==> src/hw/rxev_consts.svh <==
// named offsets, bit positions and counts of the receive event status registers
// assumes inclusion by bare name from the package and the design modules
`ifndef RXEV_CONSTS_SVH
`define RXEV_CONSTS_SVH

`define RXEV_ADDR_INFO1B 8'hC2
`define RXEV_ADDR_INFO2A 8'h31

`define RXEV_B_ALIGN_CHG 7
`define RXEV_B_ZERO8 6
`define RXEV_B_ZERO16 5
`define RXEV_B_SEVERE 2
`define RXEV_B_CODE_WORD 1
`define RXEV_B_FBIT_ERR 0

`define RXEV_B_SYNC 7
`define RXEV_B_LINE_CAR 6
`define RXEV_B_FRM_CAR 5
`define RXEV_B_AIS_END 2

`define RXEV_MASK_INFO1B 8'hE7
`define RXEV_MASK_INFO2A 8'hE4
`define RXEV_REG_RESET 8'h00

`define RXEV_ZERO_SHORT 5'h08
`define RXEV_ZERO_LONG 5'h10
`define RXEV_CW_LEN 8
`define RXEV_CW_MARKS 8'h1B
`define RXEV_SEF_WIN 6
`define RXEV_SEF_LIMIT 3'h2
`define RXEV_ALIGN_W 12

`endif

==> src/hw/rxev_pkg.sv <==
// types shared by the receive event status block
// assumes the constants header is on the include path
`include "rxev_consts.svh"

package rxev_pkg;

  // framing events from the receive framer, same clock
  typedef struct packed {
    logic fbit_valid;
    logic fbit_err;
    logic resync_done;
    logic [`RXEV_ALIGN_W-1:0] align_pos;
  } rxev_framer_t;

  // condition levels from framer and line interface, same clock
  typedef struct packed {
    logic sync_ok;
    logic line_carrier_ok;
    logic framer_carrier_ok;
    logic blue_alarm;
  } rxev_levels_t;

  // one-cycle detections from the line monitor
  typedef struct packed {
    logic eight_zero;
    logic sixteen_zero;
    logic code_word;
  } rxev_line_ev_t;

endpackage

==> src/hw/rxev_line_mon.sv <==
// zero-run and zero-substitution code word detection on receive bipolar data
// assumes pos/neg already synchronised and bit tick aligned with them
`timescale 1ns/10ps
`include "rxev_consts.svh"

module rxev_line_mon
  import rxev_pkg::*;
(
  input wire logic i_ref_clk,
  input wire logic i_rst,
  input wire logic i_bit_tick,
  input wire logic i_pos,
  input wire logic i_neg,
  output rxev_pkg::rxev_line_ev_t o_ev
);
  import rxev_pkg::*;

  logic [4:0] zero_cnt;
  logic [`RXEV_CW_LEN-1:0] pos_sr;
  logic [`RXEV_CW_LEN-1:0] neg_sr;
  logic last_pol;
  logic last_seen;
  logic mark;
  logic old_mark;
  logic eff_pol;
  logic [`RXEV_CW_LEN-1:0] next_pos;
  logic [`RXEV_CW_LEN-1:0] next_neg;
  logic [`RXEV_CW_LEN-1:0] next_mark;
  logic cw_hit;

  assign mark = i_pos | i_neg;
  assign old_mark = pos_sr[`RXEV_CW_LEN-1] | neg_sr[`RXEV_CW_LEN-1];
  // polarity of last mark before the window, counting the bit leaving now
  assign eff_pol = old_mark ? pos_sr[`RXEV_CW_LEN-1] : last_pol;
  assign next_pos = {pos_sr[`RXEV_CW_LEN-2:0], i_pos};
  assign next_neg = {neg_sr[`RXEV_CW_LEN-2:0], i_neg};
  assign next_mark = next_pos | next_neg;
  // oldest to newest: 0 0 0 V B 0 V B
  assign cw_hit = (last_seen | old_mark) && (next_mark == `RXEV_CW_MARKS)
    && (next_pos[4] == eff_pol) && (next_pos[3] != next_pos[4])
    && (next_pos[1] == next_pos[3]) && (next_pos[0] != next_pos[1]);

  // run length saturates so arbitrarily long runs never wrap
  always_ff @(posedge i_ref_clk) begin
    if (i_rst) begin
      zero_cnt <= 5'h00;
    end else if (i_bit_tick) begin
      if (mark) begin
        zero_cnt <= 5'h00;
      end else if (zero_cnt != `RXEV_ZERO_LONG) begin
        zero_cnt <= zero_cnt + 5'h01;
      end
    end
  end

  always_ff @(posedge i_ref_clk) begin
    if (i_rst) begin
      pos_sr <= 8'h00;
      neg_sr <= 8'h00;
      last_pol <= 1'b0;
      last_seen <= 1'b0;
    end else if (i_bit_tick) begin
      pos_sr <= next_pos;
      neg_sr <= next_neg;
      last_pol <= eff_pol;
      last_seen <= last_seen | old_mark;
    end
  end

  always_ff @(posedge i_ref_clk) begin
    if (i_rst) begin
      o_ev <= '0;
    end else begin
      o_ev.eight_zero <= i_bit_tick && !mark && (zero_cnt == `RXEV_ZERO_SHORT - 5'h01);
      o_ev.sixteen_zero <= i_bit_tick && !mark && (zero_cnt == `RXEV_ZERO_LONG - 5'h01);
      o_ev.code_word <= i_bit_tick && cw_hit;
    end
  end

endmodule

==> src/hw/rxev_status_regs.sv <==
// receive event status latches read over the parallel control port
// assumes framer inputs share i_ref_clk; line data pins are asynchronous
`timescale 1ns/10ps
`include "rxev_consts.svh"

// What this block does
// first info register of second framer is readable at address C2.
// second info register of first framer is readable at address 31.
// bit 5 sets on a run of sixteen or more zeros on receive data.
// bit 2 sets when two of any six framing bits are errored.
// bit 1 sets on a substitution code word, whatever the decode select.
// bit 7 sets when sync is achieved and holds until read.
// bit 6 sets when line carrier returns and holds until read.
// bit 5 sets when framer carrier returns and holds until read.
// bit 2 sets when the blue alarm ends and holds until read.
// software ignores unassigned bits 4 and 3; here they read zero.
// bit 6 sets on a run of eight or more zeros on receive data.
// bit 0 sets on each errored terminal or pattern framing bit.
// bit 7 sets when resync lands on a different alignment than before.
// reading clears flags, but an event in the read cycle keeps its flag.
module rxev_status_regs
  import rxev_pkg::*;
(
  input wire logic i_ref_clk,
  input wire logic i_rst,
  input wire logic i_rx_positive_data_in,
  input wire logic i_rx_negative_data_in,
  input wire logic i_rx_bit_tick,
  input rxev_pkg::rxev_framer_t i_framer,
  input rxev_pkg::rxev_levels_t i_levels,
  input wire logic [7:0] i_ctl_addr,
  input wire logic i_ctl_rd,
  output logic [7:0] o_ctl_rdata,
  output logic o_ctl_rack
);
  import rxev_pkg::*;

  logic [1:0] pos_sync;
  logic [1:0] neg_sync;
  logic [1:0] tick_dly;
  rxev_line_ev_t line_ev;
  logic [7:0] info1b;
  logic [7:0] info2a;
  logic [7:0] set1b;
  logic [7:0] set2a;
  logic [7:0] clr1b;
  logic [7:0] clr2a;
  logic rd1b;
  logic rd2a;
  rxev_levels_t prev_lv;
  logic [`RXEV_SEF_WIN-1:0] fbit_hist;
  logic [`RXEV_SEF_WIN-1:0] next_hist;
  logic [`RXEV_ALIGN_W-1:0] last_align;
  logic align_known;
  logic align_chg;

  function automatic logic addr_hit(input logic [7:0] addr, input logic [7:0] target);
    addr_hit = (addr == target);
  endfunction

  function automatic logic [2:0] ones6(input logic [`RXEV_SEF_WIN-1:0] v);
    logic [2:0] n;
    n = 3'h0;
    for (int i = 0; i < `RXEV_SEF_WIN; i++) begin
      n = n + {2'h0, v[i]};
    end
    ones6 = n;
  endfunction

  // pins are asynchronous; tick delayed the same two stages to stay aligned
  always_ff @(posedge i_ref_clk) begin
    if (i_rst) begin
      pos_sync <= 2'h0;
      neg_sync <= 2'h0;
      tick_dly <= 2'h0;
    end else begin
      pos_sync <= {pos_sync[0], i_rx_positive_data_in};
      neg_sync <= {neg_sync[0], i_rx_negative_data_in};
      tick_dly <= {tick_dly[0], i_rx_bit_tick};
    end
  end

  // detection ignores the decode select: code words are flagged either way
  rxev_line_mon u_line_mon (
    .i_ref_clk(i_ref_clk),
    .i_rst(i_rst),
    .i_bit_tick(tick_dly[1]),
    .i_pos(pos_sync[1]),
    .i_neg(neg_sync[1]),
    .o_ev(line_ev)
  );

  assign next_hist = {fbit_hist[`RXEV_SEF_WIN-2:0], i_framer.fbit_err};

  always_ff @(posedge i_ref_clk) begin
    if (i_rst) begin
      fbit_hist <= '0;
    end else if (i_framer.fbit_valid) begin
      fbit_hist <= next_hist;
    end
  end

  // first resync after reset has no earlier alignment to differ from
  assign align_chg = i_framer.resync_done && align_known
    && (i_framer.align_pos != last_align);

  always_ff @(posedge i_ref_clk) begin
    if (i_rst) begin
      last_align <= '0;
      align_known <= 1'b0;
    end else if (i_framer.resync_done) begin
      last_align <= i_framer.align_pos;
      align_known <= 1'b1;
    end
  end

  always_ff @(posedge i_ref_clk) begin
    if (i_rst) begin
      prev_lv <= '0;
    end else begin
      prev_lv <= i_levels;
    end
  end

  always_comb begin
    set1b = 8'h00;
    set1b[`RXEV_B_ALIGN_CHG] = align_chg;
    set1b[`RXEV_B_ZERO8] = line_ev.eight_zero;
    set1b[`RXEV_B_ZERO16] = line_ev.sixteen_zero;
    set1b[`RXEV_B_SEVERE] = i_framer.fbit_valid && (ones6(next_hist) >= `RXEV_SEF_LIMIT);
    set1b[`RXEV_B_CODE_WORD] = line_ev.code_word;
    set1b[`RXEV_B_FBIT_ERR] = i_framer.fbit_valid && i_framer.fbit_err;
  end

  always_comb begin
    set2a = 8'h00;
    set2a[`RXEV_B_SYNC] = i_levels.sync_ok && !prev_lv.sync_ok;
    set2a[`RXEV_B_LINE_CAR] = i_levels.line_carrier_ok && !prev_lv.line_carrier_ok;
    set2a[`RXEV_B_FRM_CAR] = i_levels.framer_carrier_ok && !prev_lv.framer_carrier_ok;
    set2a[`RXEV_B_AIS_END] = !i_levels.blue_alarm && prev_lv.blue_alarm;
  end

  assign rd1b = i_ctl_rd && addr_hit(i_ctl_addr, `RXEV_ADDR_INFO1B);
  assign rd2a = i_ctl_rd && addr_hit(i_ctl_addr, `RXEV_ADDR_INFO2A);
  assign clr1b = rd1b ? `RXEV_MASK_INFO1B : 8'h00;
  assign clr2a = rd2a ? `RXEV_MASK_INFO2A : 8'h00;

  // set wins over the read clear so an event during the read is kept
  always_ff @(posedge i_ref_clk) begin
    if (i_rst) begin
      info1b <= `RXEV_REG_RESET;
    end else begin
      info1b <= ((info1b & ~clr1b) | set1b) & `RXEV_MASK_INFO1B;
    end
  end

  always_ff @(posedge i_ref_clk) begin
    if (i_rst) begin
      info2a <= `RXEV_REG_RESET;
    end else begin
      info2a <= ((info2a & ~clr2a) | set2a) & `RXEV_MASK_INFO2A;
    end
  end

  // unmapped addresses and unassigned bits return zero
  always_ff @(posedge i_ref_clk) begin
    if (i_rst) begin
      o_ctl_rdata <= 8'h00;
      o_ctl_rack <= 1'b0;
    end else begin
      o_ctl_rack <= i_ctl_rd;
      if (rd1b) begin
        o_ctl_rdata <= info1b;
      end else if (rd2a) begin
        o_ctl_rdata <= info2a;
      end else if (i_ctl_rd) begin
        o_ctl_rdata <= 8'h00;
      end
    end
  end
endmodule

==> config.mk <==
export PLATFORM = sky130hd
export DESIGN_NAME = rxev_status_regs
export DESIGN_NICKNAME = d
export VERILOG_FILES = /design/src/hw/rxev_pkg.sv /design/src/hw/rxev_line_mon.sv /design/src/hw/rxev_status_regs.sv
export VERILOG_INCLUDE_DIRS = /design/src /design/src/hw
export SDC_FILE = /design/constraint.sdc
export NUM_CORES = 1
export LEC_CHECK = 0
export ABC_AREA = 1
export BUFFER_PORTS_ARGS = -buffer_cell sky130_fd_sc_hd__buf_2
export CORE_MARGIN = 4
export CORE_UTILIZATION = 51
export CTS_CLUSTER_DIAMETER = 100
export CTS_CLUSTER_SIZE = 12
export DETAILED_ROUTE_END_ITERATION = 8
export GPL_TIMING_DRIVEN = 0
export PLACE_DENSITY = 0.73
export SYNTH_ARGS = -nofsm -noshare
export SYNTH_HDL_FRONTEND = slang
export SYNTH_SLANG_ARGS = --single-unit
==> constraint.sdc <==
create_clock -name i_ref_clk -period 2.4 [get_ports i_ref_clk]
set_input_delay 0.48 -clock i_ref_clk [delete_from_list [all_inputs] [get_ports i_ref_clk]]
set_output_delay 0.48 -clock i_ref_clk [all_outputs]
set_load 0.01 [all_outputs]
; ---- Word-level counts from Yosys, hierarchy flattened
; Index checks and enable logic that the tools add are counted.
[op_classes]
n_addsub = 6
magnitude_cmp = 1
n_eq_ne = 11
n_mux = 8
bitwise = 10
n_reduce_logical = 27
[ops]
columns = cell, count
row1 = $mux 8, 5
row2 = $or 8x8->8, 3
row3 = $logic_and 1x1->1, 19
row4 = $and 8x8->8, 2
row5 = $not 8->8, 2
row6 = $ne 12x12->1, 1
row7 = $mux 5, 2
row8 = $add 3x1->3, 3
row9 = $eq 8x5->1 const B, 1
row10 = $eq 8x6->1 const B, 1
row11 = $eq 8x8->1 const B, 1
row12 = $add 5x1->5 const B, 1
row13 = $eq 5x3->1 const B, 1
row14 = $eq 5x4->1 const B, 1
row15 = $logic_not 1->1, 5
row16 = $ne 5x5->1 const B, 1
row17 = $add 2x1->3, 1
row18 = $ge 3x2->1 const B, 1
row19 = $or 1x1->1, 3
row20 = $reduce_bool 3->1, 1
row21 = $add 1x1->2, 1
row22 = $eq 1x1->1, 2
row23 = $ne 1x1->1, 2
row24 = $reduce_and 2->1, 1
row25 = 2 further kinds, 2
[totals]
reg_bits = 79
out_inout_bits = 9
elab_cells = 87

; ---- Depth between registers and ports, before layout
[depth]
word_depth = 8
ltp_mapped = 9
depth_no_buf = 9

; ---- Hierarchy
; Synthesis repeated with hierarchy kept, for this count alone.
[hier_totals]
cells_unflattened = 417
area_unflattened_um2 = 3083.0
[by_module_without_submodules]
columns = mod, n_inst, cells_each, area_each_um2
row1 = rxev_status_regs, 1, 262, 1903.1
row2 = rxev_line_mon, 1, 155, 1179.9

; ---- Least setup slack after synthesis
; OpenSTA, ideal clock, no wires.
[synth_timing]
path_kind = input -> register
from = in i_framer[13] (netlist bit)
to = reg info1b[2]
setup_ps = 133
arrival_time_ps = 2168
required_ps = 2267
slack_ps = 100
stages = 9
cell_sequence = fa_1 -> inv_1 -> fa_1 -> inv_1 -> nand2_1 -> fa_1 -> nand2_1 -> nand2_1 -> a21oi_1
[synth_between]
elab_chain_cells = 8
[synth_rtl]
columns = item, line_no
row1 = "start, declared", rxev_status_regs.sv:29  ; input rxev_pkg::rxev_framer_t i_framer,
row2 = $add 1x1->2, rxev_status_regs.sv:65  ; n = n + {2'h0, v[i]};
row3 = $add 2x1->3, rxev_status_regs.sv:65
row4 = $add 3x1->3 (3 in series), rxev_status_regs.sv:65
row5 = $ge 3x2->1 (no line), --
row6 = $logic_and 1x1->1, rxev_status_regs.sv:130  ; set1b[`RXEV_B_SEVERE] = i_framer.fbit_valid && (ones6(next_hist) >= `RXEV_SEF_LIMIT);
row7 = $or 8x8->8, rxev_status_regs.sv:153  ; info1b <= ((info1b & ~clr1b) | set1b) & `RXEV_MASK_INFO1B;
row8 = "end signal, assigned", rxev_status_regs.sv:151  ; info1b <= `RXEV_REG_RESET;
row9 = "end signal, assigned", rxev_status_regs.sv:153
row10 = "end, declared", rxev_status_regs.sv:42  ; logic [7:0] info1b;
; Every way passes these cells.
; A chain may end at the register's enable or synchronous reset.

; ---- Final worst setup path
[layout_timing]
from = reg fbit_hist[0]
to = reg info1b[2]
[layout_between]
elab_chain_cells = 8
[layout_rtl]
columns = item, line_no
row1 = "start, declared", rxev_status_regs.sv:51  ; logic [`RXEV_SEF_WIN-1:0] fbit_hist;
row2 = "start signal, assigned", rxev_status_regs.sv:99  ; fbit_hist <= next_hist;
row3 = $add 1x1->2, rxev_status_regs.sv:65
row4 = $add 2x1->3, rxev_status_regs.sv:65
row5 = $add 3x1->3 (3 in series), rxev_status_regs.sv:65
row6 = $ge 3x2->1 (no line), --
row7 = $logic_and 1x1->1, rxev_status_regs.sv:130
row8 = $or 8x8->8, rxev_status_regs.sv:153
; Every way passes these cells.

==> summary.md <==
| Metric | Value |
|---|---|
| Outcome | finished, final reports clean |
| # port buffers | 39 |
| Final wirelength | 6300 um |
| Core area | 0.00561 mm^2 |
| Mean Syn Cell Area | 7.54 um^2 |
| WHS Path Cells | 3 |
| Diodes inserted | 0 |
| Final Critical Period | 2190 ps |
| Synth unique cells | 29 |
| Clock-pin slew on the worst setup and hold paths | 70 ps |
| Cts repair resizes | 0 |
| Worst slew pin tran | 546 ps |
| Top_reg_cell synth | dfxtp_1 |
| Cts-stage hold buffer count | 0 |
| Row cnt | 27 |
| Total GRT Usage | 18.4% |
| Critical path's top delay family | adder cells |
| Post-synthesis compound-gate area fraction | 13.4% |
| Vias per cell | 4.94 |
| Via Count | 2591 |
| DP HPWL | 4560 um |
| Sequential Power Share | 56.3% |
| Switching pwr | 0.567 mW |
| Die Area | 0.00718 mm^2 |
| Synth Area in XOR/XNOR | 1.46% |
| Slew Limit Headroom | 63.6% |
| P_leak | 1.58 nW |
| Total grt overflow | 0 |
| Power Density | 655 mW/mm^2 |
| CTS root buf | clkbuf_8 |
| Mapped cell area | 0.00300 mm^2 |
| Final period utilization | 91.1% |
| Comb pwr share | 10.2% |
| Initial Util | 53.5% |
| Slowest cell delay on critical path | 500 ps |
| RSZ-0062 raised after global routing | false |
| Final Skew | 5.24 ps |
| Share of layout cells above drive strength 1 | 15.3% |
| Internal | 1.68 mW |
| Simple-gate share of the synthesized area | 24.8% |
| Synth warn | 0 |
| Die Y | 84.7 um |
| First-pass GRT wire length | 10700 um |
| Vias in the first global route | 2424 |
| Largest net degree at the start of global routing | 11 |
| Async S/R FF share, synth | 0% |
| I/O Pins | 42 |
| Clk sinks | 71 |
| Post-Syn Instances | 398 |
| Synth Area in Adders | 3.25% |
| Max Cap Viol | 0 |
| TritonCTS Buffers | 9 |
| Crit path DAT | 2400 ps |
| Post-DR wirelength/cell | 12.0 um |
| Worst Setup Start Kind | flop |
| Critical path's slowest cell | fa_1 |
| Max IR drop VDD | 0.491 mV |
| CTS tree | yes |
| #FFs+latches synth | 71 |
| H-tree depth | 3 |
| Area Growth Syn to Fin | 14.5% |
| Initial antenna violation count | 0 |
| Clock network power share | 33.5% |
| Setup CP Type | reg -> reg |
| Sequential-to-total area share from yosys stat | 47.3% |
| Slew Limit Fails | 0 |
| Setup tns final | 0 ps |
| DRT Pass-1 Iters | 4 |
| Worst-path fanout max | 3 |
| RD Place Congestion | 0.792 |
| Setup Buffers After CTS | 0 |
| DRT iter0 DRCs | 136 |
| Nets | 488 |
| Die W | 84.7 um |
| Worst EP required | 2610 ps |
| Crit. path cell count | 9 |
| Final ANT Viol Nets | 0 |
| Worst-path cell chain | fa_1 > inv_1 > fa_1 > inv_1 > nand2_1 > fa_1 > nand2_1 > nand2_1 > a21oi_1 |
| Final Hold Fails | 0 |
| R2R depth | 9 |
| Switching Share | 25.2% |
| Clock Path Buffers | 2 |
| Skew-Pair Late Insertion Delay | 340 ps |
| Critical Path End Type | flop |
| Setup violators final | 0 |
| Worst hold path type | in -> reg |
| Buffers and inverters on the worst path | 2 |
| DRC | 0 |
| Total design power | 2.25 mW |
| Largest family of logic cells by synthesized area | simple AND/OR/NAND/NOR gates |
| FMAX | 457 MHz |
| Post-synth EDFFs | 0 |
| Mux contribution to synthesized area | 0% |
per-stage QoR:
step | std cells | utilization [%] | area, um^2 | worst slack, ps | hold slack [ps]
after CTS | 524 | 61.3 | 3440 | 200 | 335
after global routing | 524 | 61.3 | 3440 | 92.5 | 347
after floorplan | 399 | - | 3010 | 99.5 | 388
after detailed placement | 510 | 58.7 | 3290 | -108 | 399
after global placement | 510 | 58.7 | 3290 | -83.8 | 392
final | 524 | 61.3 | 3440 | 213 | 347
registers in the layout, summed over array words and instances, names as in the netlist:
register / count
u_line_mon.pos_sr: 8
u_line_mon.last_seen: 1
neg_sync: 2
u_line_mon.zero_cnt: 5
u_line_mon.last_pol: 1
tick_dly: 2
o_ctl_rdata: 6
align_known: 1
u_line_mon.o_ev: 3
info1b: 6
u_line_mon.neg_sr: 8
last_align: 12
info2a: 4
prev_lv: 4
fbit_hist: 5
o_ctl_rack: 1
pos_sync: 2
cell type report:
| cell class | count | area, um^2 |
|---|---|---|
| Clock buffer | 12 | 135 |
| Buffer | 15 | 67.6 |
| Multi-Input combinational cell | 254 | 1300 |
| Clock inverter | 2 | 10.0 |
| Timing Repair Buffer | 39 | 195 |
| Fill cell | 528 | 2170 |
| Tap cell | 72 | 90.1 |
| Sequential cell | 71 | 1420 |
| Inverter | 59 | 221 |
cell families after synthesis:
kind of cell    Yosys count
compound gates           76
xor+xnor                  5
simple gates            165
flops                    71
other cells               1
buf+inv                  74
fa+ha+maj                 6
placed cells by master (no fill, tap or decap), types with 2 or more instances in the layout:
cell type	instances
dfxtp_1	71
nand2_1	63
nor2_1	59
inv_1	57
buf_2	42
o21ai_0	35
a21oi_1	34
nand3_1	18
clkbuf_1	12
nand4_1	10
clkbuf_8	9
xnor2_1	4
nor3_1	4
nor3_4	3
o31ai_1	3
a21oi_2	3
fa_1	3
ha_1	3
nor2_2	2
inv_2	2
or2_2	2
buf_4	2
conb_1	2
clkinv_2	2
worst min-delay path: cells and delay by family:
family	cells	cell delay, ps
AND/OR/NAND/NOR	1	60
buffers and inverters	2	100
power groups by stage:
stage	Combinational (mW)	Clock [mW]	Sequential (mW)
detailed placement	0.231	0	1.29
floorplan	0.156	0	1.28
global route	0.267	0.833	1.27
finish	0.230	0.755	1.27
CTS	0.232	0.778	1.27
global placement	0.223	0	1.29
cells in the mapped netlist, types with 2 or more instances:
master    instances  area share (%)
a21oi_2           3            0.88
buf_2             3            0.50
ha_1              3             1.3
clkbuf_1          9             1.1
nor2_1           59             7.4
a21oi_1          34             5.7
or2_2             2            0.42
xnor2_1           4             1.2
dfxtp_1          71              47
nor3_4            3             1.6
nand4_1          10             2.1
o21ai_0          35             5.8
inv_1            57             7.1
fa_1              3             2.0
nand3_1          18             3.0
inv_2             2            0.25
buf_4             2            0.50
o31ai_1           3            0.75
nor2_2            2            0.42
nor3_1            4            0.67
nand2_1          63             7.9
final timing paths:
check | startpoint | end | slack, ps
worst min-delay path | i_rx_bit_tick | tick_dly[0]$_SDFF_PP0_ | 350
worst max register to register | fbit_hist[0]$_SDFFE_PP0P_ | info1b[2]$_SDFF_PP0_ | 210
worst max-delay path | fbit_hist[0]$_SDFFE_PP0P_ | info1b[2]$_SDFF_PP0_ | 210
worst min register to register | pos_sync[0]$_SDFF_PP0_ | pos_sync[1]$_SDFF_PP0_ | 410
metal layers:
| metal | vias to the layer above | global-route usage (%) | part of all wire (%) |
|---|---|---|---|
| met5 | - | 0 | 0 |
| met4 | 0 | 5.18 | 1.2 |
| met3 | 10 | 6.18 | 4.4 |
| met2 | 48 | 31.2 | 48 |
| met1 | 1174 | 22.3 | 46 |
| li1 | 1359 | - | - |
Note: power is estimated with default switching activity, not from simulation.
